File: src/design/ptcc_defines.svh
// Constants for the periodic timer capture and single pulse block.
`ifndef PTCC_DEFINES_SVH
`define PTCC_DEFINES_SVH
`define PTCC_CNT_W        10
`define PTCC_CNT_MAX      10'h3FF
`define PTCC_CNT_ZERO     10'h000
`define PTCC_MODE_CMP     2'h0
`define PTCC_MODE_CAPT    2'h1
`define PTCC_MODE_PWM     2'h2
`define PTCC_MODE_TMR     2'h3
`define PTCC_IO_RISE      2'h0
`define PTCC_IO_FALL      2'h1
`define PTCC_IO_BOTH      2'h2
`define PTCC_IO_NONE      2'h3
`define PTCC_OFF_CTRL     8'h00
`define PTCC_OFF_COMPARE_A_VALUE     8'h04
`define PTCC_OFF_PERIOD_COMPARE_VALUE     8'h08
`define PTCC_OFF_CNT      8'h0C
`define PTCC_OFF_STAT     8'h10
`define PTCC_OFF_MASK     8'h14
`define PTCC_BIT_RUN      0
`define PTCC_BIT_SRC      1
`define PTCC_BIT_IO       2
`define PTCC_BIT_MODE     4
`define PTCC_BIT_CLR      6
`define PTCC_BIT_OC       7
`define PTCC_BIT_POL      8
`define PTCC_CTRL_W       9
`define PTCC_IRQ_A        0
`define PTCC_IRQ_P        1
`define PTCC_IRQ_W        2
`define PTCC_HTRANS_NONSEQ 2'h2
`define PTCC_HSIZE_WORD   3'h2
`endif

File: src/design/ptcc_pkg.sv
// Types for the periodic timer capture and single pulse block.
package ptcc_pkg;
    typedef struct packed {
        logic       output_polarity;
        logic       output_initial_level;
        logic       clear_select;
        logic [1:0] mode_select;
        logic [1:0] io_function;
        logic       capture_source_select;
        logic       counter_run;
    } ptcc_ctrl_t;

    typedef struct packed {
        logic       capture_input_pin;
        logic       clock_trigger_pin;
    } ptcc_pins_t;
endpackage

File: src/design/ptcc_timer.sv
// Periodic timer capture input and single pulse logic with an AHB-Lite register slave.
//
// Behaviour
// [RQ1] Mode select value 01 puts the timer into capture operation.
// [RQ2] Capture source is the capture pin or the trigger pin, per select bit.
// [RQ3] Io function picks rising, falling or both edges as capture event.
// [RQ4] Counter starts counting on a low to high change of the run bit.
// [RQ5] Active capture edge copies counter into compare A and raises interrupt.
// [RQ6] Captures never stop or clear the counter; only run falling stops it.
// [RQ7] Period match in capture operation wraps counter to zero and raises interrupt.
// [RQ8] Period value zero lets the counter run its full range before wrapping.
// [RQ9] Io function 11 in capture operation blocks captures; counter still runs.
// [RQ10] Clear select, initial level and polarity bits do nothing in capture.
// [RQ11] Single pulse starts on run bit set or trigger pin active edge.
// [RQ12] Trigger pin active edge sets the run bit in single pulse operation.
// [RQ13] Software keeps io function at 11 throughout single pulse operation.
// [RQ14] Compare A match in single pulse clears run bit and raises interrupt.
// [RQ15] Counter is ten bits and overflows from all ones to zero.
// [RQ16] Capture and trigger pins are synchronised before edge detection.
// [RQ17] Interrupt flags stay set until software clears them.
`timescale 1ns/10ps
`include "ptcc_defines.svh"

module ptcc_timer #(
    parameter int CNT_W = `PTCC_CNT_W
) (
    input  wire logic              hclk,          // Timer and bus clock.
    input  wire logic              hresetn,       // Asynchronous reset, active low.
    input  wire logic              hsel,          // Slave select.
    input  wire logic [31:0]       haddr,         // Byte address.
    input  wire logic [1:0]        htrans,        // Transfer type.
    input  wire logic              hwrite,        // Write when high.
    input  wire logic [2:0]        hsize,         // Transfer size.
    input  wire logic              hready,        // Bus ready in.
    input  wire logic [31:0]       hwdata,        // Write data.
    output logic      [31:0]       hrdata,        // Read data.
    output logic                   hreadyout,     // Slave ready.
    output logic                   hresp,         // Always OKAY.
    input  wire ptcc_pkg::ptcc_pins_t pins,       // Capture and trigger pins.
    output logic                   pulse_out,     // Single pulse output level.
    output logic                   irq            // Level interrupt.
);

    // Control, compare and counter state.
    ptcc_pkg::ptcc_ctrl_t   ctrl_q;
    logic [CNT_W-1:0]       cnt_q;
    logic [CNT_W-1:0]       compare_a_value_q;
    logic [CNT_W-1:0]       period_compare_value_q;
    logic [`PTCC_IRQ_W-1:0] stat_q;
    logic [`PTCC_IRQ_W-1:0] mask_q;
    logic                   run_prev_q;
    logic                   pulse_q;

    // Bus data phase state.
    logic                   dp_wr_q;
    logic                   dp_rd_q;
    logic [7:0]             dp_addr_q;

    // Pin synchronisers and edge history.
    logic [1:0]             cap_sync_q;
    logic [1:0]             trg_sync_q;
    logic                   cap_prev_q;
    logic                   trg_prev_q;

    // Decoded events.
    logic                   in_capt;
    logic                   in_pulse;
    logic                   src_lvl;
    logic                   src_prev;
    logic                   cap_evt;
    logic                   trg_evt;
    logic                   run_rise;
    logic                   p_match;
    logic                   a_match;
    logic                   wr_ctrl;
    logic                   addr_ok;
    logic                   run_set_hw;
    logic                   run_clr_hw;

    // Returns high when the pin transition counts as active for the io setting.
    function automatic logic edge_hit(input logic [1:0] io, input logic now, input logic was);
        logic rise;
        logic fall;
        rise = now & ~was;
        fall = ~now & was;
        unique case (io)
            `PTCC_IO_RISE: edge_hit = rise;
            `PTCC_IO_FALL: edge_hit = fall;
            `PTCC_IO_BOTH: edge_hit = rise | fall;
            `PTCC_IO_NONE: edge_hit = 1'b0;
        endcase
    endfunction

    // Two-flop synchronisers; the first stage feeds only the second.
    always_ff @(posedge hclk or negedge hresetn) begin
        if (!hresetn) begin
            cap_sync_q <= 2'h0;
            trg_sync_q <= 2'h0;
            cap_prev_q <= 1'b0;
            trg_prev_q <= 1'b0;
        end else begin
            cap_sync_q <= {cap_sync_q[0], pins.capture_input_pin};   // RQ16
            trg_sync_q <= {trg_sync_q[0], pins.clock_trigger_pin};   // RQ16
            cap_prev_q <= cap_sync_q[1];
            trg_prev_q <= trg_sync_q[1];
        end
    end

    // Mode decode and event detection.
    assign in_capt  = (ctrl_q.mode_select == `PTCC_MODE_CAPT);      // RQ1
    assign in_pulse = (ctrl_q.mode_select == `PTCC_MODE_PWM) &&
                      (ctrl_q.io_function == `PTCC_IO_NONE);
    assign src_lvl  = ctrl_q.capture_source_select ? trg_sync_q[1] : cap_sync_q[1];   // RQ2
    assign src_prev = ctrl_q.capture_source_select ? trg_prev_q : cap_prev_q;         // RQ2
    // Io value 11 yields no capture event at all.
    assign cap_evt  = in_capt && edge_hit(ctrl_q.io_function, src_lvl, src_prev);     // RQ3 RQ9
    // Trigger pin active edge taken as a rising edge in single pulse operation.
    assign trg_evt  = in_pulse && trg_sync_q[1] && !trg_prev_q && !ctrl_q.counter_run;   // RQ11
    assign run_rise = ctrl_q.counter_run && !run_prev_q;                              // RQ4
    // A zero period value never matches, so the counter runs its full range.
    // The restart cycle still shows the count left from the last stop, so no match is taken then.
    assign p_match  = in_capt && ctrl_q.counter_run && !run_rise && (period_compare_value_q != `PTCC_CNT_ZERO) &&
                      (cnt_q == period_compare_value_q);                                              // RQ7 RQ8
    assign a_match  = in_pulse && ctrl_q.counter_run && !run_rise && (cnt_q == compare_a_value_q);   // RQ14
    assign run_set_hw = trg_evt;                                                      // RQ12
    assign run_clr_hw = a_match;                                                      // RQ14

    // Bus address phase decode.
    assign addr_ok = hsel && hready && htrans[1];
    assign wr_ctrl = dp_wr_q && (dp_addr_q == `PTCC_OFF_CTRL);

    // Remembers the run bit to find its rising edge.
    always_ff @(posedge hclk or negedge hresetn) begin
        if (!hresetn) begin
            run_prev_q <= 1'b0;
        end else begin
            run_prev_q <= ctrl_q.counter_run;
        end
    end

    // Counter: cleared at run start, held when stopped, wrapped on period match.
    always_ff @(posedge hclk or negedge hresetn) begin
        if (!hresetn) begin
            cnt_q <= `PTCC_CNT_ZERO;
        end else if (run_rise) begin
            cnt_q <= `PTCC_CNT_ZERO;                                  // RQ4
        end else if (p_match) begin
            cnt_q <= `PTCC_CNT_ZERO;                                  // RQ7
        end else if (ctrl_q.counter_run && !a_match) begin
            cnt_q <= cnt_q + 1'b1;                                    // RQ6 RQ15
        end
    end

    // Control register: software writes, hardware sets and clears the run bit.
    always_ff @(posedge hclk or negedge hresetn) begin
        if (!hresetn) begin
            ctrl_q <= '0;
        end else begin
            if (wr_ctrl) begin
                ctrl_q <= ptcc_pkg::ptcc_ctrl_t'(hwdata[`PTCC_CTRL_W-1:0]);
            end
            if (run_clr_hw) begin
                ctrl_q.counter_run <= 1'b0;                           // RQ14
            end else if (run_set_hw) begin
                ctrl_q.counter_run <= 1'b1;                           // RQ12
            end
        end
    end

    // Compare registers; a capture overrides a software write to compare A.
    always_ff @(posedge hclk or negedge hresetn) begin
        if (!hresetn) begin
            compare_a_value_q <= `PTCC_CNT_ZERO;
            period_compare_value_q <= `PTCC_CNT_ZERO;
        end else begin
            if (cap_evt) begin
                compare_a_value_q <= cnt_q;                                      // RQ5
            end else if (dp_wr_q && dp_addr_q == `PTCC_OFF_COMPARE_A_VALUE) begin
                compare_a_value_q <= hwdata[CNT_W-1:0];
            end
            if (dp_wr_q && dp_addr_q == `PTCC_OFF_PERIOD_COMPARE_VALUE) begin
                period_compare_value_q <= hwdata[CNT_W-1:0];
            end
        end
    end

    // Pulse output follows the run bit in single pulse operation only.
    // Clear select, initial level and polarity are ignored in capture.
    always_ff @(posedge hclk or negedge hresetn) begin
        if (!hresetn) begin
            pulse_q <= 1'b0;
        end else begin
            pulse_q <= in_pulse && ctrl_q.counter_run && !a_match;   // RQ11 RQ10
        end
    end

    // Sticky interrupt flags; a new event wins over a write-one clear.
    always_ff @(posedge hclk or negedge hresetn) begin
        if (!hresetn) begin
            stat_q <= '0;
        end else begin
            for (int i = 0; i < `PTCC_IRQ_W; i++) begin
                if (i == `PTCC_IRQ_A && (cap_evt || a_match)) begin
                    stat_q[i] <= 1'b1;                                // RQ5 RQ14 RQ17
                end else if (i == `PTCC_IRQ_P && p_match) begin
                    stat_q[i] <= 1'b1;                                // RQ7 RQ17
                end else if (dp_wr_q && dp_addr_q == `PTCC_OFF_STAT && hwdata[i]) begin
                    stat_q[i] <= 1'b0;                                // RQ17
                end
            end
        end
    end

    // Interrupt mask register.
    always_ff @(posedge hclk or negedge hresetn) begin
        if (!hresetn) begin
            mask_q <= '0;
        end else if (dp_wr_q && dp_addr_q == `PTCC_OFF_MASK) begin
            mask_q <= hwdata[`PTCC_IRQ_W-1:0];
        end
    end

    // Data phase capture of the address phase.
    always_ff @(posedge hclk or negedge hresetn) begin
        if (!hresetn) begin
            dp_wr_q   <= 1'b0;
            dp_rd_q   <= 1'b0;
            dp_addr_q <= 8'h00;
        end else begin
            dp_wr_q   <= addr_ok && hwrite;
            dp_rd_q   <= addr_ok && !hwrite;
            dp_addr_q <= addr_ok ? haddr[7:0] : dp_addr_q;
        end
    end

    // Read data registered at the address phase; unmapped reads give zero.
    always_ff @(posedge hclk or negedge hresetn) begin
        if (!hresetn) begin
            hrdata <= 32'h0000_0000;
        end else if (addr_ok && !hwrite) begin
            unique case (haddr[7:0])
                `PTCC_OFF_CTRL: hrdata <= {{(32-`PTCC_CTRL_W){1'b0}}, ctrl_q};
                `PTCC_OFF_COMPARE_A_VALUE: hrdata <= {{(32-CNT_W){1'b0}}, compare_a_value_q};
                `PTCC_OFF_PERIOD_COMPARE_VALUE: hrdata <= {{(32-CNT_W){1'b0}}, period_compare_value_q};
                `PTCC_OFF_CNT:  hrdata <= {{(32-CNT_W){1'b0}}, cnt_q};
                `PTCC_OFF_STAT: hrdata <= {{(32-`PTCC_IRQ_W){1'b0}}, stat_q};
                `PTCC_OFF_MASK: hrdata <= {{(32-`PTCC_IRQ_W){1'b0}}, mask_q};
                default:        hrdata <= 32'h0000_0000;
            endcase
        end
    end

    // Zero wait state slave with fixed OKAY response.
    assign hreadyout = 1'b1;
    assign hresp     = 1'b0;
    assign pulse_out = pulse_q;
    assign irq       = |(stat_q & mask_q);

endmodule // ptcc_timer

File: config.mk
export PLATFORM = sky130hd
export DESIGN_NAME = ptcc_timer
export DESIGN_NICKNAME = d
export VERILOG_FILES = /design/src/design/ptcc_pkg.sv /design/src/design/ptcc_timer.sv
export VERILOG_INCLUDE_DIRS = /design/src /design/src/design
export SDC_FILE = /design/constraint.sdc
export NUM_CORES = 1
export LEC_CHECK = 0
export ABC_CLOCK_PERIOD_IN_PS = 6300
export BUFFER_PORTS_ARGS = -buffer_cell sky130_fd_sc_hd__buf_2
export CAP_MARGIN = 20
export CORE_MARGIN = 2
export CORE_UTILIZATION = 45
export DETAILED_ROUTE_END_ITERATION = 10
export GPL_TIMING_DRIVEN = 0
export HOLD_SLACK_MARGIN = 0.03
export PLACE_DENSITY = 0.74
export SETUP_SLACK_MARGIN = 0.3
export SYNTH_ARGS = -nofsm -noshare
export SYNTH_HDL_FRONTEND = slang
export SYNTH_SLANG_ARGS = --single-unit
export TNS_END_PERCENT = 30
File: constraint.sdc
create_clock -name hclk -period 6.3 [get_ports hclk]
set_input_delay 1.26 -clock hclk [delete_from_list [all_inputs] [get_ports hclk]]
set_output_delay 1.26 -clock hclk [all_outputs]
set_load 0.01 [all_outputs]
Word-level counts from Yosys, hierarchy flattened
Cells that the tools add are included.
{"block": "word_totals", "ff_bits": 92, "latchBits": 0, "ramBits": 0, "rom_bits": 0, "input_bits": 76, "output_inout_bits": 36, "memories": 0}
{"block": "classes", "addsub": 1, "mul": 0, "n_div": 0, "magnitude_cmp": 0, "n_eq_ne": 16, "shifts": 0, "n_mux": 16, "n_bitwise": 6, "reduce_logical": 43}
{"cell": "case mux 10 bit (6 select lines)", "count": 1}
{"cell": "2-to-1 mux 10 bit", "count": 5}
{"cell": "equality test 8 x 5 -> 1 bit, second input constant", "count": 4}
{"cell": "logical AND 1 bit", "count": 26}
{"cell": "equality test 8 x 4 -> 1 bit, second input constant", "count": 3}
{"cell": "equality test 10 bit", "count": 2}
{"cell": "equality test 8 x 3 -> 1 bit, second input constant", "count": 2}
{"cell": "zero test 8 bit", "count": 2}
{"cell": "adder 10 x 1 -> 10 bit, second input constant", "count": 1}
{"cell": "nonzero test 10 bit", "count": 1}
{"cell": "2-to-1 mux 1 bit", "count": 9}
{"cell": "equality test 2 bit, second input constant", "count": 3}
{"cell": "zero test 1 bit", "count": 6}
{"cell": "nonzero test 2 bit", "count": 3}
{"cell": "nonzero test 3 bit", "count": 2}
{"cell": "equality test 2 x 1 -> 1 bit, second input constant", "count": 2}
{"cell": "case mux 1 bit (4 select lines)", "count": 1}
{"cell": "bitwise AND 1 bit", "count": 2}
{"cell": "bitwise AND 2 bit", "count": 1}
{"cell": "zero test 2 bit", "count": 1}
{"cell": "inverter 1 bit", "count": 2}
{"cell": "OR reduction 2 bit", "count": 1}
{"cell": "logical OR 1 bit", "count": 1}
{"cell": "bitwise OR 1 bit", "count": 1}

Logic depth before layout (Yosys ltp)
{"block": "logic_depth", "word_depth": 10, "ltp_mapped": 9, "ltp_nobuf": 8}

Worst setup path after synthesis
OpenSTA, ideal clock, no wires.
{"block": "synth_timing", "path_type": "input -> register", "startpoint": "in haddr[2]", "endpoint": "reg hrdata[8]", "setup_time_ns": 0.121, "t_arrival_ns": 2.623, "required_ns": 6.179, "setup_slack_ns": 3.556, "path_stages": 4, "n_path_buf": 2, "path_cell_list": "clkbuf_1 -> clkbuf_1 -> mux4_2 -> a22o_1"}
{"block": "synth_between", "elab_chain_len": 2}
{"item": "start, declared", "line": "ptcc_timer.sv:30", "source": "input wire logic [31:0] haddr,"}
{"item": "equality test 8 x 5 -> 1 bit, or another cell as far along", "line": "ptcc_timer.sv:241", "source": "unique case (haddr[7:0])"}
{"item": "case mux 10 bit (6 select lines) *", "line": "ptcc_timer.sv:241"}
{"item": "end signal, assigned", "line": "ptcc_timer.sv:242", "source": "`PTCC_OFF_CTRL: hrdata <= {{(32-`PTCC_CTRL_W){1'b0}}, ctrl_q};"}
{"item": "end signal, assigned", "line": "ptcc_timer.sv:243", "source": "`PTCC_OFF_COMPARE_A_VALUE: hrdata <= {{(32-CNT_W){1'b0}}, compare_a_value_q};"}
{"item": "end signal, assigned", "line": "ptcc_timer.sv:244", "source": "`PTCC_OFF_PERIOD_COMPARE_VALUE: hrdata <= {{(32-CNT_W){1'b0}}, period_compare_value_q};"}
{"item": "end, declared", "line": "ptcc_timer.sv:36", "source": "output logic [31:0] hrdata,"}
Every way passes the cells marked *; elsewhere a longest branch is shown, timed or not.
A chain may end at the register's enable or synchronous reset.

Worst setup path in the final report
{"block": "layout_timing", "startpoint": "in htrans[1]", "endpoint": "reg hrdata[3]"}
{"block": "layout_between", "elab_chain_len": 2}
{"item": "start, declared", "line": "ptcc_timer.sv:31", "source": "input wire logic [1:0] htrans,"}
{"item": "logical AND 1 bit", "line": "ptcc_timer.sv:129", "source": "assign addr_ok = hsel && hready && htrans[1];"}
{"item": "logical AND 1 bit", "line": "ptcc_timer.sv:240", "source": "end else if (addr_ok && !hwrite) begin"}
Every way passes these cells.

==> out/metrics.cfg <==
[outcome]
status = completed

[clocking]
hold_buffers = 0
cts-root-buf = clkbuf_8
cts-resized-gates = 0
clk_path_buf_depth = 2
clkTransAtPathRegs_ns = 0.07
cts_tree = built
htreeDepth = 3
clk_latency_ns = 0.34
numCtsBuffers = 9
post_cts_buffers = 0
clock-sinks = 70

[synthesis]
synthTopCellsByArea = dfrtp_1 (47%), mux2_2 (8.7%), mux4_2 (5.4%)
mappedNetlistArea_um2 = 3750
synth_commonest_cells = dfrtp_1 (70), mux2_2 (29), buf_4 (24), nor2_1 (20)
ys_seq_area_frac = 0.4671
synth_edf_count = 0
synth_cell_type_count = 45
synth_top_area_frac = 0.4671
yosys.cell_count.top_type = dfrtp_1
ys_ff_latch = 70
syn_inst = 326
async_flop_share = 1.000
synth_top_area_cell = dfrtp_1
synthFlopType = dfrtp_1
syn_area_per_cell_um2 = 11.50
yosys_warnings = 0

[timing]
rsz0062_at_grt = false
tns_ns = 0
skew_ns = 0.009925
timing.final.crit_share = 0.4297
max_clock_freq_ghz = 0.3694
final-hold-violation-count = 0
tightest_slew_ns = 0.9616
final.min_clock_period_ns = 2.707
setup_slack_ns = 3.593
setup_viol = 0
max_slew_margin = 0.3554
slew_violations = 0

[finish]
finalInstanceArea_um2 = 4417
final_cells = 505
nets = 474
drive_above_1_share = 0.3325
synthToLayoutAreaGrowth_pct = 17.78
antenna_cells = 0

[drt]
drtPass1Iterations = 4
drt_iter0_drc = 137
vias = 2657
ant_nets = 0
drc = 0
drt-total-wl_um = 8188
via_per_inst = 5.261
post_drt_wl_per_cell_um = 16.21

[setup_path]
crit_chain = buf_2, nand3_1, nand2b_1, or3_1, nor2_1, a22o_1
slowest_stage = nor2_1
cp-start-kind = input pin
r2r_start = ctrl_q[1]
crit_required_ns = 6.58
cpPeakStageDelay_ns = 0.43
rr_worst_depth = 9
worstSetupEndpointType = flip-flop
cp-startpoint = htrans[1]
regToRegEndpoint = compare_a_value_q[6]
worstSetupPathType = in -> reg
rrSetupSlack_ns = 4.03
cp_max_fo = 10
crit_arrival_ns = 2.98

[hold_path]
hold_end = trg_sync_q[1]
whs_path_depth = 0
min-delay-start = trg_sync_q[0]
min_path_type = reg -> reg

[pwr]
power_w = 0.001420
powerDensity_nw_per_um2 = 321.4
leakage_nw = 2.079
irDropWorstVdd_v = 0.0001720

[placement]
gp_congestion = 0.8649
preCtsSetupSlack_ns = 3.214
numPortBuffers = 36
hpwlAfterDp_um = 5791
dp.cells = 489
place_area_um2 = 4146

[global_route]
antenna_found_initial = 0
grt_pass1_vias = 2699
grt_max_degree = 71
grt_pass1_wl_um = 13470
overflow = 0
track_usage = 0.1967

[floorplan]
ioPinCount = 112
die_area_um2 = 9079
num_rows = 33
coreArea_um2 = 8134
die_x_um = 95.29
initial_utilization = 0.4610
die_height_um = 95.29

[job]
maxCapViolCount = 0

-- worst max-delay path by stage --
stage,endpoint,cells after the start
floorplan,hrdata[8],4
global placement,hrdata[8],4
detailed placement,hrdata[8],4
CTS,hrdata[3],6
global route,hrdata[3],6
finish,hrdata[3],6
-- per-stage QoR --
stage | hold WS, ns | utilization
floorplan | 0.3312 | -
global placement | 0.3310 | 0.5095
detailed placement | 0.3356 | 0.5098
CTS | 0.3536 | 0.5430
global route | 0.3638 | 0.5430
finish | 0.3494 | 0.5430
-- report_power, final --
| group | switching (W) | internal [W] | total [W] | leakage [nW] |
|---|---|---|---|---|
| clock network | 0.000169 | 0.000313 | 0.000482 | 0.132 |
| registers | 0.0000614 | 0.000524 | 0.000586 | 0.858 |
| logic | 0.000188 | 0.000164 | 0.000351 | 1.09 |
| total | 0.000419 | 0.00100 | 0.00142 | 2.08 |
-- sequential cells by signal, indices dropped and copies added, names as in the netlist, 2 cells and up --
register and flops:
trg_sync_q 2, period_compare_value_q 10, dp_addr_q 8, cap_sync_q 2
mask_q 2, hrdata 10, cnt_q 10, ctrl_q 9
compare_a_value_q 10, stat_q 2
-- cell type report --
class / instances / area (um2)
fill: 737 / 3717
multi-input combinational: 229 / 1777
sequential: 70 / 1752
buffer: 41 / 274.0
timing repair buffer: 36 / 182.7
clock buffer: 10 / 137.6
clock inverter: 6 / 132.6
tap: 105 / 131.4
inverter: 8 / 30.03
-- critical path, delay by kind of cell --
family          cells  cell delay, ns
simple gates        4            1.43
compound gates      1            0.21
buf+inv             1            0.08
-- cell families after synthesis --
group | share of synthesized area
AOI/OAI and AO/OA | 0.09276
xor gates and xnor gates | 0.04438
adders and majority gates | 0.01001
buffers and inverters | 0.08108
DFF | 0.4671
muxes | 0.1865
other | 0.002003
and+or+nand+nor | 0.1161
-- cells in the final DEF (no fill, tap or decap), types with 11 or more instances in the layout --
cell,count
mux2_2,29
dfrtp_1,70
o21ai_0,11
buf_4,25
a21oi_1,19
mux2i_1,17
conb_1,24
xor2_1,19
nand2_1,12
buf_2,41
nor2_1,20
-- layer usage --
metal / global-route usage / wire length [um]
met5: 0 / 0
met4: 0.08454 / 171
met3: 0.03083 / 324
met2: 0.3210 / 3998
met1: 0.2604 / 3693
(Power assumes the default switching activity.)
